`src/fss_pkg.sv`:
```
/*
 * fss_pkg: opcode patterns, field positions, phase codes and status bit
 * positions shared by the fill/sleep/subtract execution block.
 * Assumes a 16-bit program word and an 8-bit data path.
 */
package fss_pkg;
	localparam int          FSS_DW          = 8;
	localparam int          FSS_IW          = 16;
	localparam int          FSS_AW          = 12;
	// opcode prefixes
	localparam logic [6:0]  FSS_OP_FILL     = 7'h34;    // 0110 100
	localparam logic [7:0]  FSS_OP_SUBLIT   = 8'h08;    // 0000 1000
	localparam logic [5:0]  FSS_OP_SUBBRW   = 6'h15;    // 0101 01
	localparam logic [15:0] FSS_OP_HALT     = 16'h0003;
	// instruction fields
	localparam int          FSS_BANK_BIT    = 8;
	localparam int          FSS_DEST_BIT    = 9;
	// program word field positions
	localparam int          FSS_FILL_LSB    = 9;
	localparam int          FSS_SUBLIT_LSB  = 8;
	localparam int          FSS_SUBBRW_LSB  = 10;
	localparam int          FSS_FADDR_MSB   = 7;
	localparam logic [7:0]  FSS_ONES        = 8'hff;
	localparam logic [7:0]  FSS_ZERO        = 8'h00;
	localparam logic [7:0]  FSS_IDX_LIMIT   = 8'h5f;
	localparam logic [7:0]  FSS_ACC_HI_BASE = 8'hf0;   // access bank upper part, f0h to ffh
	localparam logic [3:0]  FSS_ACC_HI_BANK = 4'hf;
	localparam logic [3:0]  FSS_ACC_LO_BANK = 4'h0;
	// status bit positions
	localparam int          FSS_ST_C        = 0;
	localparam int          FSS_ST_DC       = 1;
	localparam int          FSS_ST_Z        = 2;
	localparam int          FSS_ST_OV       = 3;
	localparam int          FSS_ST_N        = 4;
	localparam logic [4:0]  FSS_ST_RST      = 5'h00;
	localparam logic [7:0]  FSS_WDG_RST     = 8'h00;

	typedef enum logic [1:0] {
		FSS_Q1 = 2'b00,
		FSS_Q2 = 2'b01,
		FSS_Q3 = 2'b10,
		FSS_Q4 = 2'b11
	} fss_phase_t;

	typedef enum logic [2:0] {
		FSS_I_NONE   = 3'b000,
		FSS_I_FILL   = 3'b001,
		FSS_I_HALT   = 3'b010,
		FSS_I_SUBBRW = 3'b011,
		FSS_I_SUBLIT = 3'b100
	} fss_instr_t;
endpackage

```
`src/fss_sub_alu.sv`:
```
/*
 * fss_sub_alu: 8-bit subtractor a - b - borrow with status results.
 * Purely combinational; the caller registers its results.
 */
`timescale 1ns/1ps
module fss_sub_alu
	import fss_pkg::*;
#(
	parameter int DW = FSS_DW
) (
	input  wire logic [DW-1:0] a,
	input  wire logic [DW-1:0] b,
	input  wire logic          borrow_in,
	output logic      [DW-1:0] res,
	output logic               carry,
	output logic               dcarry,
	output logic               ovf,
	output logic               neg,
	output logic               zero
);
	logic [DW:0] full;
	logic [4:0]  low_nib;

	// two's complement: a + ~b + carry, carry = not borrow
	assign full    = {1'b0, a} + {1'b0, ~b} + {{DW{1'b0}}, ~borrow_in};
	assign low_nib = {1'b0, a[3:0]} + {1'b0, ~b[3:0]} + {4'h0, ~borrow_in};
	assign res     = full[DW-1:0];
	assign carry   = full[DW];
	assign dcarry  = low_nib[4];
	assign ovf     = (a[DW-1] != b[DW-1]) && (res[DW-1] != a[DW-1]);
	assign neg     = res[DW-1];
	assign zero    = (res == '0);
endmodule

```
`src/fss_exec.sv`:
```
/*
 * fss_exec: executes fill-ones, halt, subtract-with-borrow and
 * subtract-from-literal over a four-phase instruction cycle.
 * Assumes the fetch unit presents INSTR stable with INSTR_VALID from Q1
 * through Q4, and data memory answers a read in the cycle after it.
 */
// The register offsets and the strobed register port are this design's own decisions.
`timescale 1ns/1ps
module fss_exec
	import fss_pkg::*;
#(
	parameter int DW = FSS_DW,
	parameter int AW = FSS_AW
) (
	input  wire logic              SYS_CLK,
	input  wire logic              RST_N,
	input  wire logic [FSS_IW-1:0] INSTR,
	input  wire logic              INSTR_VALID,
	input  wire logic              EXT_SET_EN,
	input  wire logic [3:0]        BANK_SELECT_REG,
	input  wire logic [AW-1:0]     INDEX_BASE,
	input  wire logic [DW-1:0]     MEM_RDATA,
	input  wire logic              WAKE,
	input  wire logic              WAKE_BY_WATCHDOG,
	output logic      [AW-1:0]     MEM_ADDR,
	output logic                   MEM_RD,
	output logic                   MEM_WR,
	output logic      [DW-1:0]     MEM_WDATA,
	output logic      [DW-1:0]     ACC,
	output logic      [4:0]        STATUS,
	output logic                   TIMEOUT_FLAG,
	output logic                   POWERDOWN_FLAG,
	output logic                   WATCHDOG_CLEAR,
	output logic                   HALTED,
	output logic                   OSC_STOP,
	output logic      [1:0]        PHASE
);
	fss_phase_t      phase_r, phase_nxt;
	fss_instr_t      instr_r, instr_nxt;
	logic [FSS_IW-1:0] iw_r;
	logic [DW-1:0]   res_r;
	logic [4:0]      flags_r;
	logic [AW-1:0]   addr_r;
	logic [DW-1:0]   acc_r;
	logic [4:0]      status_r;
	logic            to_r, pd_r, wdc_r, halted_r;
	logic            mem_rd_r, mem_wr_r;
	logic [DW-1:0]   mem_wdata_r;

	// program word fields
	wire [FSS_IW-FSS_FILL_LSB-1:0]   fill_fld   = INSTR[FSS_IW-1:FSS_FILL_LSB];
	wire [FSS_IW-FSS_SUBLIT_LSB-1:0] sublit_fld = INSTR[FSS_IW-1:FSS_SUBLIT_LSB];
	wire [FSS_IW-FSS_SUBBRW_LSB-1:0] subbrw_fld = INSTR[FSS_IW-1:FSS_SUBBRW_LSB];

	// decode
	wire             is_fill   = fill_fld == FSS_OP_FILL;
	wire             is_sublit = sublit_fld == FSS_OP_SUBLIT;
	wire             is_subbrw = subbrw_fld == FSS_OP_SUBBRW;
	wire             is_halt   = INSTR == FSS_OP_HALT;
	wire             run       = !halted_r;

	// phase strobes; a halted core raises none of them
	wire             q1_go     = run && phase_r == FSS_Q1;
	wire             q3_go     = run && phase_r == FSS_Q3;
	wire             q4_go     = run && phase_r == FSS_Q4;
	wire             halt_go   = q4_go && instr_r == FSS_I_HALT;

	assign instr_nxt = is_fill   ? FSS_I_FILL   :
	                   is_halt   ? FSS_I_HALT   :
	                   is_subbrw ? FSS_I_SUBBRW :
	                   is_sublit ? FSS_I_SUBLIT : FSS_I_NONE;

	// address generation
	wire [7:0]       f_addr    = INSTR[FSS_FADDR_MSB:0];
	wire             bank_bit  = INSTR[FSS_BANK_BIT];
	wire             idx_mode  = !bank_bit && EXT_SET_EN && (f_addr <= FSS_IDX_LIMIT);
	wire [AW-1:0]    idx_addr  = INDEX_BASE + {{(AW-8){1'b0}}, f_addr};
	// limitation: the access bank split sits at a fixed f0h boundary
	// access bank vs bank select
	wire [3:0]       acc_bank  = (f_addr >= FSS_ACC_HI_BASE) ? FSS_ACC_HI_BANK : FSS_ACC_LO_BANK;
	wire [AW-1:0]    bank_addr = bank_bit ? {BANK_SELECT_REG, f_addr} : {acc_bank, f_addr};
	wire [AW-1:0]    eff_addr  = idx_mode ? idx_addr : bank_addr;

	wire             sub_lit   = instr_r == FSS_I_SUBLIT;
	wire             sub_brw   = instr_r == FSS_I_SUBBRW;
	wire [DW-1:0]    alu_a     = sub_lit ? iw_r[FSS_FADDR_MSB:0] : acc_r;
	// read data stand in Q3 only, so the subtract works on them live
	wire [DW-1:0]    alu_b     = sub_lit ? acc_r : MEM_RDATA;
	// literal form has no borrow in
	wire             alu_brw   = sub_lit ? 1'b0 : !status_r[FSS_ST_C];
	wire [DW-1:0]    alu_res;
	wire             alu_c, alu_dc, alu_ov, alu_n, alu_z;

	fss_sub_alu #(.DW(DW)) u_alu (
		.a         (alu_a),
		.b         (alu_b),
		.borrow_in (alu_brw),
		.res       (alu_res),
		.carry     (alu_c),
		.dcarry    (alu_dc),
		.ovf       (alu_ov),
		.neg       (alu_n),
		.zero      (alu_z)
	);

	wire [4:0]       alu_flags = {alu_n, alu_ov, alu_z, alu_dc, alu_c};
	wire             is_sub    = sub_brw || sub_lit;
	wire             to_reg    = sub_brw && iw_r[FSS_DEST_BIT];
	wire             wr_reg    = (instr_r == FSS_I_FILL) || to_reg;
	wire             wr_acc    = is_sub && !to_reg;

	assign phase_nxt = fss_phase_t'(phase_r + 2'b01);

	always_ff @(posedge SYS_CLK) begin
		if (!RST_N)
			phase_r <= FSS_Q1;
		else if (run)
			phase_r <= phase_nxt;
	end

	// Q1 decode, Q2 read
	always_ff @(posedge SYS_CLK) begin
		if (!RST_N) begin
			instr_r  <= FSS_I_NONE;
			iw_r     <= '0;
			addr_r   <= '0;
			mem_rd_r <= 1'b0;
		end else begin
			mem_rd_r <= q1_go && INSTR_VALID && is_subbrw;
			if (q1_go) begin
				instr_r <= INSTR_VALID ? instr_nxt : FSS_I_NONE;
				iw_r    <= INSTR;
				addr_r  <= eff_addr;
			end
		end
	end

	// Q3 process, held for the Q4 write
	always_ff @(posedge SYS_CLK) begin
		if (!RST_N) begin
			res_r   <= FSS_ZERO;
			flags_r <= FSS_ST_RST;
		end else if (q3_go) begin
			res_r   <= alu_res;
			flags_r <= alu_flags;
		end
	end

	// Q4 write back; the write strobe issues one cycle after Q4 settles
	always_ff @(posedge SYS_CLK) begin
		if (!RST_N) begin
			mem_wr_r    <= 1'b0;
			mem_wdata_r <= FSS_ZERO;
			acc_r       <= FSS_ZERO;
			status_r    <= FSS_ST_RST;
		end else begin
			mem_wr_r <= q4_go && wr_reg;
			if (q4_go)
				mem_wdata_r <= (instr_r == FSS_I_FILL) ? FSS_ONES : res_r;
			if (q4_go && wr_acc)
				acc_r <= res_r;
			// all five flags (N, OV, Z, DC, C) from the subtractor
			if (q4_go && is_sub)
				status_r <= flags_r;
		end
	end

	// halt entry and wake
	// wake is only seen once halted, so it never meets a halt entry
	always_ff @(posedge SYS_CLK) begin
		if (!RST_N) begin
			to_r     <= 1'b1;
			pd_r     <= 1'b1;
			wdc_r    <= 1'b0;
			halted_r <= 1'b0;
		end else begin
			wdc_r <= halt_go;
			if (halt_go) begin
				to_r     <= 1'b1;
				pd_r     <= 1'b0;
				halted_r <= 1'b1;
			end else if (halted_r && WAKE) begin
				halted_r <= 1'b0;
				if (WAKE_BY_WATCHDOG)
					to_r <= 1'b0;
			end
		end
	end

	assign MEM_ADDR       = addr_r;
	assign MEM_RD         = mem_rd_r;
	assign MEM_WR         = mem_wr_r;
	assign MEM_WDATA      = mem_wdata_r;
	assign ACC            = acc_r;
	assign STATUS         = status_r;
	assign TIMEOUT_FLAG   = to_r;
	assign POWERDOWN_FLAG = pd_r;
	assign WATCHDOG_CLEAR = wdc_r;
	assign HALTED         = halted_r;
	assign OSC_STOP       = halted_r;
	assign PHASE          = phase_r;
endmodule

```
`config.mk`:
```
export PLATFORM = sky130hd
export DESIGN_NAME = fss_exec
export DESIGN_NICKNAME = d
export VERILOG_FILES = /design/src/fss_pkg.sv /design/src/fss_sub_alu.sv /design/src/fss_exec.sv
export SDC_FILE = /design/constraint.sdc
export NUM_CORES = 1
export LEC_CHECK = 0
export BUFFER_PORTS_ARGS = -buffer_cell sky130_fd_sc_hd__buf_2
export CAP_MARGIN = 20
export CELL_PAD_IN_SITES_DETAIL_PLACEMENT = 0
export CELL_PAD_IN_SITES_GLOBAL_PLACEMENT = 1
export CORE_UTILIZATION = 35
export CTS_CLUSTER_SIZE = 16
export DETAILED_ROUTE_END_ITERATION = 7
export GPL_TIMING_DRIVEN = 0
export MAX_ROUTING_LAYER = met4
export PLACE_DENSITY_LB_ADDON = 0.1
export RECOVER_POWER = 100
export REMOVE_ABC_BUFFERS = 1
export SLEW_MARGIN = 0
export SYNTH_ARGS = -nofsm -noshare
export SYNTH_HDL_FRONTEND = slang
export SYNTH_SLANG_ARGS = --single-unit
export TNS_END_PERCENT = 10
```
`constraint.sdc`:
```
create_clock -name SYS_CLK -period 2.9 [get_ports SYS_CLK]
set_clock_uncertainty 0.2 [all_clocks]
set_input_delay 0.145 -clock SYS_CLK [delete_from_list [all_inputs] [get_ports SYS_CLK]]
set_output_delay 0.145 -clock SYS_CLK [all_outputs]
set_load 0.02 [all_outputs]
```
; Word-level counts from Yosys, hierarchy flattened
; Cells that the tools add are included.
[totals]
regBits = 67
output_inout_bits = 42
word_cells = 79
[classes]
n_addsub = 6
n_lt_le_gt_ge = 2
n_eq_ne = 12
muxes = 14
bitwise = 4
reduce_logical = 26
[op_table]
columns = op, count
row1 = $mux 12, 2
row2 = $mux 8, 3
row3 = $eq 16x2->1 const B, 1
row4 = $logic_and 1x1->1, 15
row5 = $mux 3, 5
row6 = $add 12x8->12, 1
row7 = $add 8x8->9, 1
row8 = $add 9x1->9, 1
row9 = $eq 8x4->1 const B, 1
row10 = $ge 8x8->1 const B, 1
row11 = $le 8x7->1 const B, 1
row12 = $logic_not 8->1, 1
row13 = $not 8->8, 1
row14 = $eq 7x6->1 const B, 1
row15 = $eq 3x2->1 const B, 2
row16 = $eq 6x5->1 const B, 1
row17 = $add 4x4->5, 1
row18 = $add 5x1->5, 1
row19 = $eq 2x2->1 const B, 2
row20 = $logic_not 1->1, 4
row21 = $mux 4, 1
row22 = $not 4->4, 1
row23 = $eq 3x1->1 const B, 1
row24 = $eq 3x3->1 const B, 1
row25 = other kinds (9), 14

; Logic depth before layout (Yosys ltp)
; Gate-level depths: netlist of run 1.
[depth]
depth_word = 7
depth_mapped = 12
depth_no_buf = 10

; Cells and area by module
; A second synthesis of run 1 with hierarchy kept.
[hier_totals]
cells_unflattened = 445
hier_area_um2 = 3687.3
[modules_own_cells]
columns = mod, instances, cells_per_inst, area_each_um2
row1 = fss_exec, 1, 377, 3215.6
row2 = fss_sub_alu, 1, 68, 471.7

; Worst setup path before layout of run 1
; OpenSTA, ideal clock, no wires.
[synth_path]
path_type = register to register
start = register instr_r[2]
end = register flags_r[0]
arrival_time_ns = 2.805
required_time_ns = 2.580
path_slack_ns = -0.225
stages_incl_launch_ff = 13
n_path_buf = 2
period_less_slack_ns = 3.125
path_cell_list = dfxtp_1 nor3b_1 buf_2 buf_2 mux2i_1 fa_1 fa_1 and3_1 o21ai_0 a21oi_1 a21o_1 a211oi_1 nor2_1
[synth_via]
elab_chain_len = 5
elab_cells_between_ends = 8
[synth_rtl]
columns = item, line_no
row1 = from (decl), fss_exec.sv:39  ; fss_instr_t instr_r, instr_nxt;
row2 = from (signal assigned), fss_exec.sv:131  ; instr_r <= INSTR_VALID ? instr_nxt : FSS_I_NONE;
row3 = $eq 3x3->1 *, fss_exec.sv:84  ; wire sub_lit = instr_r == FSS_I_SUBLIT;
row4 = $mux 8, fss_exec.sv:88  ; wire [DW-1:0] alu_b = sub_lit ? acc_r : MEM_RDATA;
row5 = $not 8->8, fss_sub_alu.sv:25  ; assign full = {1'b0, a} + {1'b0, ~b} + {{DW{1'b0}}, ~borrow_in};
row6 = $add 8x8->9, fss_sub_alu.sv:25
row7 = $add 9x1->9 *, fss_sub_alu.sv:25
row8 = to (signal assigned), fss_exec.sv:145  ; flags_r <= alu_flags;
row9 = to (decl), fss_exec.sv:42  ; logic [4:0] flags_r;
; Mark *: on every way between the ends. The rest lies on a longest branch, timed or not.
; A chain may end at the register's enable or synchronous reset.

; Worst setup path after layout of run 1
[layout_path]
start = register instr_r[1]
end = register res_r[7]
[layout_via]
elab_chain_len = 5
elab_cells_between_ends = 8
[layout_rtl]
columns = item, line_no
row1 = $eq 3x3->1 *, fss_exec.sv:84
row2 = $mux 8, fss_exec.sv:88
row3 = $not 8->8, fss_sub_alu.sv:25
row4 = $add 8x8->9, fss_sub_alu.sv:25
row5 = $add 9x1->9 *, fss_sub_alu.sv:25
row6 = to (signal assigned), fss_exec.sv:144  ; res_r <= alu_res;
row7 = to (decl), fss_exec.sv:41  ; logic [DW-1:0] res_r;
; Marks and branches as above.

==> results of run 1 <==
[final cells by class]
type	count	share of cell area, %
clock inverter	7	1.56
multi-input combinational	309	46.3
clock buffer	9	2.72
inverter	9	0.741
timing repair buffer	124	16.5
tap	129	3.54
sequential	65	28.6
[timing repair]
action / 4_1_cts / 5_1_grt
setup buffers: 8 / 1
pin swaps: 10 / 2
hold buffers: 24 / 0
gates resized for setup: 21 / 2
setup endpoints to repair: 8 / 14
endpoints found under the hold margin: 24 / 0
[routing by layer]
layer,vias up,share of wire (%)
li1,1657,-
met1,1518,49
met2,73,46
met3,5,4.1
met4,0,0.72
met5,-,0
[state kept, by name, summed over array words and instances, names as in the netlist]
name and cells:
WATCHDOG_CLEAR 1, PHASE 2, res_r 8, instr_r 3, MEM_ADDR 12, MEM_WR 1
iw_r 9, MEM_WDATA 8, MEM_RD 1, flags_r 4, STATUS 5, TIMEOUT_FLAG 1
POWERDOWN_FLAG 1, HALTED 1, ACC 8
[kinds of logic after synthesis]
family | after synthesis | share of synthesized area, %
adder cells (fa/ha/maj) | 21 | 8.25
XOR/XNOR | 13 | 3.29
buffers and inverters | 30 | 3.47
multiplexers | 31 | 9.27
AO/OA/AOI/OAI | 97 | 18.5
AND/OR/NAND/NOR | 147 | 19.5
flip-flops | 65 | 37.6
[worst max path at each step]
stage                           from          to  slack [ns]  cells past startpoint
after global routing      instr_r[1]  flags_r[0]       -0.26                     12
final                     instr_r[1]    res_r[7]       -0.15                     11
after detailed placement  instr_r[1]  flags_r[0]       -0.60                     12
after floorplan           instr_r[2]  flags_r[0]       -1.62                     10
after global placement    instr_r[1]  flags_r[0]       -2.61                     10
after CTS                 instr_r[1]  flags_r[3]       -0.13                     12
[stage by stage]
| stage | std cells | worst slack (ns) | TNS (ns) | hold slack [ns] |
|---|---|---|---|---|
| 2_1_floorplan | 383 | -1.62 | -17.46 | 0.00694 |
| 3_3_place_gp | 599 | -2.61 | -46.49 | 0.222 |
| 3_5_place_dp | 603 | -0.596 | -3.05 | 0.228 |
| 4_1_cts | 651 | -0.134 | -0.446 | 0.0376 |
| 5_1_grt | 652 | -0.263 | -1.47 | 0.0625 |
| 6_report | 652 | -0.154 | -0.535 | 0.0487 |
[Yosys cell counts, types with 3 or more instances]
master / n / area [sq um]
dfxtp_1: 65 / 1300
a21o_1: 3 / 22.5
o21ai_0: 19 / 95.1
xor2_1: 5 / 43.8
nor3_1: 9 / 45.0
fa_1: 3 / 60.1
nand4_1: 3 / 18.8
buf_2: 3 / 15.0
nand2b_1: 6 / 37.5
nor4_1: 3 / 18.8
xnor2_1: 8 / 70.1
nand2_1: 52 / 195
ha_1: 18 / 225
o2bb2ai_1: 3 / 26.3
clkbuf_1: 16 / 60.1
a211oi_1: 10 / 75.1
and3_1: 3 / 18.8
nor2b_1: 9 / 56.3
inv_1: 8 / 30.0
nor2_1: 44 / 165
o221a_2: 8 / 90.1
mux2i_1: 23 / 230
mux2_2: 8 / 90.1
a21oi_1: 37 / 185
nand3_1: 9 / 45.0
[power by group]
part	leakage (nW)	switching, W	internal (W)	total (W)
combinational	1.30	0.000234	0.000157	0.000391
clock	0.0912	0.000378	0.000395	0.000772
sequential	0.532	0.0000310	0.000942	0.000973
total	1.92	0.000643	0.00149	0.00214
[worst max-delay path: cells and delay by family, from the launching register on]
family | cells | cell delay (ns)
AO/OA/AOI/OAI | 4 | 0.96
buffers and inverters | 3 | 0.42
adder cells (fa/ha/maj) | 1 | 0.37
flip-flops | 1 | 0.35
multiplexers | 1 | 0.31
AND/OR/NAND/NOR | 1 | 0.19
XOR/XNOR | 1 | 0.14
==> results.tsv, run 1 <==
stage	metric	value	unit
status	status	complete, but fails checks	
status	failing checks	negative setup slack	
power_and_ir_drop	leakage	1.92	nW
logic_synthesis	ys flop type	dfxtp_1	
cells_and_area	Ant. Diodes	0	
cells_and_area	Fillers	984	
global_routing	GRT met1 Usage	26.8	%
setup_path	CP max FO	7	
route	Final ANT Viol Nets	0	
setup_path	CP max stage delay	0.37	ns
sta	Worst slew margin	27.6	%
setup_path	RR Endpoint	res_r[7]	
placement	DPL Wire Length	6820	um
floorplan	Die Y	101	um
cells_and_area	Final #Nets	585	
sta	Hold Fails Final Rpt	0	
min_path	Min-Delay Startpoint	INSTR[14]	
cells_and_area	Area growth, synth to finish	32.0	%
clocking	CTS Buf Count	9	
global_routing	met2 Usage GRT	32.4	%
power_and_ir_drop	total chip power	0.00214	W
placement	GPL Wtd Cong	0.874	
placement	IO buf count	87	
global_routing	Remaining Overflow, GRT	0	
setup_path	Crit Path Class	register to register	
route	Vias/cell	4.99	
global_routing	busiest grt layer	met2	
cells_and_area	most common cell after layout, fill and taps aside	dfxtp_1	
setup_path	CP Capture Type	register	
logic_synthesis	cell area after synthesis	3460	sq um
cells_and_area	ratio of cells with drive above 1 in the final layout	21.6	%
logic_synthesis	EDFF count, synth	0	
sta	post-route setup slack	-0.154	ns
sta	Tcrit/Tclk final	105	%
sta	Slew Viols, Final	0	
sta	Least-Margin Pin Slew	1.08	ns
route	drt total wl	9770	um
power_and_ir_drop	Pwr Density	468	nW/um^2
placement	post-place instance area	4040	sq um
setup_path	CP max-delay cell	fa_2	
floorplan	Initial Util	36.7	%
global_routing	Global Route met3 Usage	5.11	%
power_and_ir_drop	worst vdd ir	0.246	mV
clocking	Clock Sink Count	65	
min_path	hold endpoint	instr_r[2]	
route	WL per Instance	15.0	um
cells_and_area	Multi-input gate area	2110	sq um
setup_path	Arr. time, crit path	3.09	ns
floorplan	core area	9420	sq um
floorplan	I/O pin cnt	88	
clocking	CTS root buffer	clkbuf_8	
cells_and_area	Design Area, Final	4560	sq um
logic_synthesis	sequential share of the synthesized area	37.6	%
setup_path	worst r2r src	instr_r[1]	
logic_synthesis	#FFs+latches synth	65	
floorplan	DIE AREA	10300	sq um
job	max cap viols	0	
global_routing	first-pass GRT wire length	15700	um
logic_synthesis	Yosys warning count	0	
setup_path	R2R cell count	11	
min_path	Worst Hold Depth	5	
clocking	Clock Path Buffers	2	
clocking	H-tree depth	3	
sta	fin crit period	3.05	ns
global_routing	largest net degree at the start of global routing	26	
logic_synthesis	Synth cell types	48	
floorplan	row count	35	
floorplan	Die Wd	101	um
global_routing	initial antenna violation count	0	
setup_path	R2R Setup Slk	-0.15	ns
setup_path	CP cell instances	nor3b_2 > buf_6 > buf_8 > mux2_4 > fa_2 > a211oi_2 > o21bai_2 > o41ai_4 > xor2_1 > buf_4 > a211oi_1	
logic_synthesis	Mean Syn Cell Area	8.56	sq um
route	drt first pass iters	4	
clocking	CTS tree	yes	
clocking	worst skew pair latency	0.35	ns
sta	RSZ-0062 raised after global routing	yes	
cells_and_area	Reg area	1310	sq um
route	vias	3253	
setup_path	CP Launch Type	register	
route	Residual DRC	0	
sta	Fmax	327	MHz
logic_synthesis	Post-Synthesis Cells	404	
logic_synthesis	post-synthesis async set-or-reset flop share	0	%
cells_and_area	Layout Utilization	48.5	%
global_routing	vias in the first global route	3140	
global_routing	global-route total usage across every layer	20.7	%
setup_path	WP data required	2.94	ns
min_path	Hold WC Path Type	primary input to register	
sta	Setup violations, final	4	
clocking	Reg clk slew, reported paths	0.08	ns
cells_and_area	commonest cells after routing, fill and taps aside	63 x dfxtp_1, 52 x nand2_1, 47 x buf_2	
route	initial DRC count	160	
Note: power is estimated with default switching activity, not from simulation.
==> run 2, diff against run 1 <==
CORE_UTILIZATION = 40   (was 35)
SYNTH_HIERARCHICAL = 1   (was unset)
clock period = 3.4 ns   (was 2.9 ns; I/O delays follow)
==> run 2 against run 1 <==
The run ends with design-rule violations left. Sequential power shrank 14%. Sequential share of layout area about the same. Cell count rose by 1.4%. Cell area up 1.5%. First-iteration DRC count is 22% lower. Hold slack got worse by 0.031 ns. Maximum frequency is 6.7% lower. Die area is 6.5% lower. Clock power down 5.1%. Sequential cell count is 1 higher. Critical path type unchanged. Critical endpoint is now flags_r[2]. Largest power group unchanged.
==> results.tsv, run 2 <==
stage	metric	value	unit	change
setup_path	CP Launch Type	register		unchanged
global_routing	global-route total usage across every layer	21.8	%	was 20.7%
placement	post-place instance area	4190	sq um	was 4040 sq um
sta	Slew Viols, Final	0		unchanged
route	Residual DRC	8		was 0
sta	Worst slew margin	19.1	%	was 27.6%
logic_synthesis	ys flop type	dfxtp_1		unchanged
floorplan	Die Wd	98.0	um	was 101 um
setup_path	worst setup path endpoint	flags_r[2]		was res_r[7]
cells_and_area	Reg area	1320	sq um	was 1310 sq um
sta	fin crit period	3.27	ns	was 3.05 ns
clocking	worst skew pair latency	0.35	ns	about the same
cells_and_area	Fillers	931		was 984
sta	Fmax	306	MHz	was 327 MHz
power_and_ir_drop	worst vdd ir	0.197	mV	was 0.246 mV
setup_path	WP data required	3.47	ns	was 2.94 ns
route	initial DRC count	125		was 160
cells_and_area	Ant. Diodes	0		unchanged
power_and_ir_drop	P_int	0.00136	W	was 0.00149 W
power_and_ir_drop	Flop pwr share	43.9	%	was 45.5%
clocking	CTS tree	yes		unchanged
power_and_ir_drop	Sw Share	28.9	%	was 30.1%
status	failing checks	design-rule violations		was negative setup slack
clocking	H-tree depth	3		unchanged
cells_and_area	max FFs per register	12		unchanged
logic_synthesis	Post-Synthesis Cells	445		was 404
route	Vias/cell	5.27		was 4.99
sta	Least-Margin Pin Slew	1.20	ns	was 1.08 ns
logic_synthesis	largest family of logic cells by synthesized area	simple AND/OR/NAND/NOR gates		unchanged
floorplan	DIE AREA	9610	sq um	was 10300 sq um
route	WL per Instance	14.9	um	was 15.0 um
logic_synthesis	Synth Area in Simple Gates	20.8	%	was 19.5%
setup_path	RR Endpoint	flags_r[2]		was res_r[7]
setup_path	CP max FO	6		was 7
status	status	complete, but fails checks		unchanged
global_routing	Remaining Overflow, GRT	0		unchanged
floorplan	I/O pin cnt	88		unchanged
logic_synthesis	most common cell in the netlist	nand2_1		was dfxtp_1
clocking	Clock Path Buffers	2		unchanged
cells_and_area	commonest cells after routing, fill and taps aside	71 x nand2_1, 64 x dfxtp_1, 44 x buf_2, 44 x clkbuf_1, 42 x a21oi_1		was 63 x dfxtp_1, 52 x nand2_1, 47 x buf_2
global_routing	vias in the first global route	3359		was 3140
global_routing	first-pass GRT wire length	16100	um	was 15700 um
floorplan	Initial Util	41.9	%	was 36.7%
placement	GPL Wtd Cong	0.861		was 0.874
sta	Tcrit/Tclk final	96.3	%	was 105%
cells_and_area	Final #Nets	615		was 585
sta	RSZ-0062 raised after global routing	no		was yes
route	vias	3486		was 3253
floorplan	Die Y	98.0	um	was 101 um
global_routing	largest net degree at the start of global routing	49		was 26
power_and_ir_drop	combinational power share	17.8	%	was 18.3%
sta	Hold WS	0.0175	ns	was 0.0487 ns
placement	IO buf count	87		unchanged
setup_path	Critical Path Start	instr_r[1]		unchanged
logic_synthesis	Post-Synth XOR/XNOR Area	1.19	%	was 3.29%
sta	setup tns final	0	ns	was -0.535 ns
power_and_ir_drop	leakage	1.96	nW	was 1.92 nW
logic_synthesis	synth top area cells	dfxtp_1 36%, nand2_1 7.2%, ha_1 6.1%		was dfxtp_1 38%, mux2i_1 6.7%, ha_1 6.5%
cells_and_area	Area growth, synth to finish	25.6	%	was 32.0%
job	max cap viols	0		unchanged
power_and_ir_drop	Switch Pwr	0.000553	W	was 0.000643 W
min_path	Hold WC Path Type	primary input to register		unchanged
logic_synthesis	Compound-Gate Fraction of Synth Area	20.3	%	was 18.5%
setup_path	R2R cell count	11		unchanged
route	Final ANT Viol Nets	0		unchanged
setup_path	CP Capture Type	register		unchanged
clocking	Clock Sink Count	66		was 65
floorplan	row count	34		was 35
logic_synthesis	Post-Synth Adder-Cell Area	7.74	%	was 8.25%
power_and_ir_drop	Pwr Density	413	nW/um^2	was 468 nW/um^2
setup_path	worst r2r src	instr_r[1]		unchanged
logic_synthesis	#FFs+latches synth	66		was 65
route	drt total wl	9860	um	was 9770 um
cells_and_area	most common cell after layout, fill and taps aside	nand2_1		was dfxtp_1
route	drt first pass iters	7		was 4
cells_and_area	Multi-input gate area	2230	sq um	was 2110 sq um
placement	DPL Wire Length	6990	um	was 6820 um
logic_synthesis	Yosys warning count	6		was 0
cells_and_area	ratio of cells with drive above 1 in the final layout	19.9	%	was 21.6%
logic_synthesis	post-synthesis async set-or-reset flop share	0	%	unchanged
sta	Hold Fails Final Rpt	0		unchanged
power_and_ir_drop	Clk network pwr share	38.3	%	was 36.2%
setup_path	R2R Setup Slk	0.13	ns	was -0.15 ns
setup_path	Crit Path Class	register to register		unchanged
clocking	CTS Buf Count	9		unchanged
global_routing	initial antenna violation count	0		unchanged
sta	Setup violations, final	0		was 4
logic_synthesis	mux share of post-synthesis cell area	8.99	%	was 9.27%
logic_synthesis	Post-synth top cells	71 x nand2_1, 66 x dfxtp_1, 43 x a21oi_1		was 65 x dfxtp_1, 52 x nand2_1, 44 x nor2_1
cells_and_area	Design Area, Final	4630	sq um	was 4560 sq um
logic_synthesis	cell area after synthesis	3690	sq um	was 3460 sq um
logic_synthesis	post-synth top area share	35.8	%	was 37.6%
clocking	Reg clk slew, reported paths	0.08	ns	about the same
logic_synthesis	Synth cell types	54		was 48
logic_synthesis	Yosys top cell by area	dfxtp_1		unchanged
logic_synthesis	sequential share of the synthesized area	35.8	%	was 37.6%
logic_synthesis	EDFF count, synth	0		unchanged
setup_path	Arr. time, crit path	3.34	ns	was 3.09 ns
floorplan	core area	8810	sq um	was 9420 sq um
logic_synthesis	Mean Syn Cell Area	8.29	sq um	was 8.56 sq um
clocking	CTS root buffer	clkbuf_8		unchanged
-- run 2: cell count changes after synthesis, moves of 4 or more --
cell and delta:
mux2_2 +9, o211ai_1 +4, mux2i_1 -9, inv_1 +15, xnor2_1 -6, nand2_1 +19, nor2_1 -6, nand2b_1 +5
a21oi_1 +6, a211oi_1 -5, clkbuf_1 -4
-- run 2: critical path: stages (launching register included) --
cell     delay (ns)
dfxtp_2        0.36
nor3b_4        0.28
buf_4          0.17
buf_4          0.14
mux2_2         0.33
ha_1           0.35
and2b_2        0.23
a221o_1        0.35
a211o_1        0.29
nor4_2         0.27
nand2_1        0.09
a21oi_2        0.14
-- run 2: layer usage --
metal / wire length [um] / global-route usage, %
met5: 0 / -
met1: 5080 / 29.5
met2: 4250 / 32.1
met4: 199 / 10.5
met3: 324 / 2.93
-- run 2: worst min-delay path by stage --
stage	startpoint	end	slack, ns	depth (start not counted)
6_report	BANK_SELECT_REG[1]	MEM_ADDR[9]	0.02	5
2_1_floorplan	RST_N	POWERDOWN_FLAG	0.03	1
3_3_place_gp	INSTR[9]	iw_r[9]	0.23	3
4_1_cts	INDEX_BASE[9]	MEM_ADDR[9]	0.002	4
3_5_place_dp	INSTR[9]	iw_r[9]	0.24	3
5_1_grt	INDEX_BASE[9]	MEM_ADDR[9]	0.02	4
-- run 2: logic make-up after synthesis --
family                     Yosys count
xor gates and xnor gates             5
and+or+nand+nor                    166
DFF                                 66
adders and majority gates           21
muxes                               31
AOI/OAI and AO/OA                  111
buffers and inverters               45
-- run 2: what timing repair did --
| item | in CTS | in global routing |
|---|---|---|
| setup buffers | 4 | 3 |
| pin swaps | 1 | 4 |
| endpoints found under the hold margin | 22 | 0 |
| gates cloned | 0 | 0 |
| setup endpoints to repair | 8 | 2 |
| resized for setup | 4 | 10 |
| hold buffers | 18 | 0 |
-- run 2: power groups by stage --
| stage | Combinational [W] | Sequential [W] | Clock, W |
|---|---|---|---|
| after floorplan | 0.000179 | 0.000881 | 0 |
| after global placement | 0.000318 | 0.000855 | 0 |
| after detailed placement | 0.000328 | 0.000856 | 0 |
| after CTS | 0.000347 | 0.000838 | 0.000751 |
| after global routing | 0.000377 | 0.000843 | 0.000781 |
| final | 0.000340 | 0.000839 | 0.000733 |
-- run 2: per-stage QoR --
step           power, W  std cells  setup WS (ns)  util [%]
2_1_floorplan   0.00106        423         -0.913         -
3_3_place_gp    0.00117        618          -1.94      47.2
3_5_place_dp    0.00118        620         -0.433      47.6
4_1_cts         0.00194        658        0.00769      52.7
5_1_grt         0.00200        661        0.00853      52.6
6_report        0.00191        661          0.127      52.6
-- run 2: cell type report --
type	instances	area share (%)
tap	108	2.92
multi-input combinational	334	48.1
timing repair buffer	114	13.8
clock inverter	7	2.03
clock buffer	9	2.67
sequential	66	28.6
inverter	23	1.86
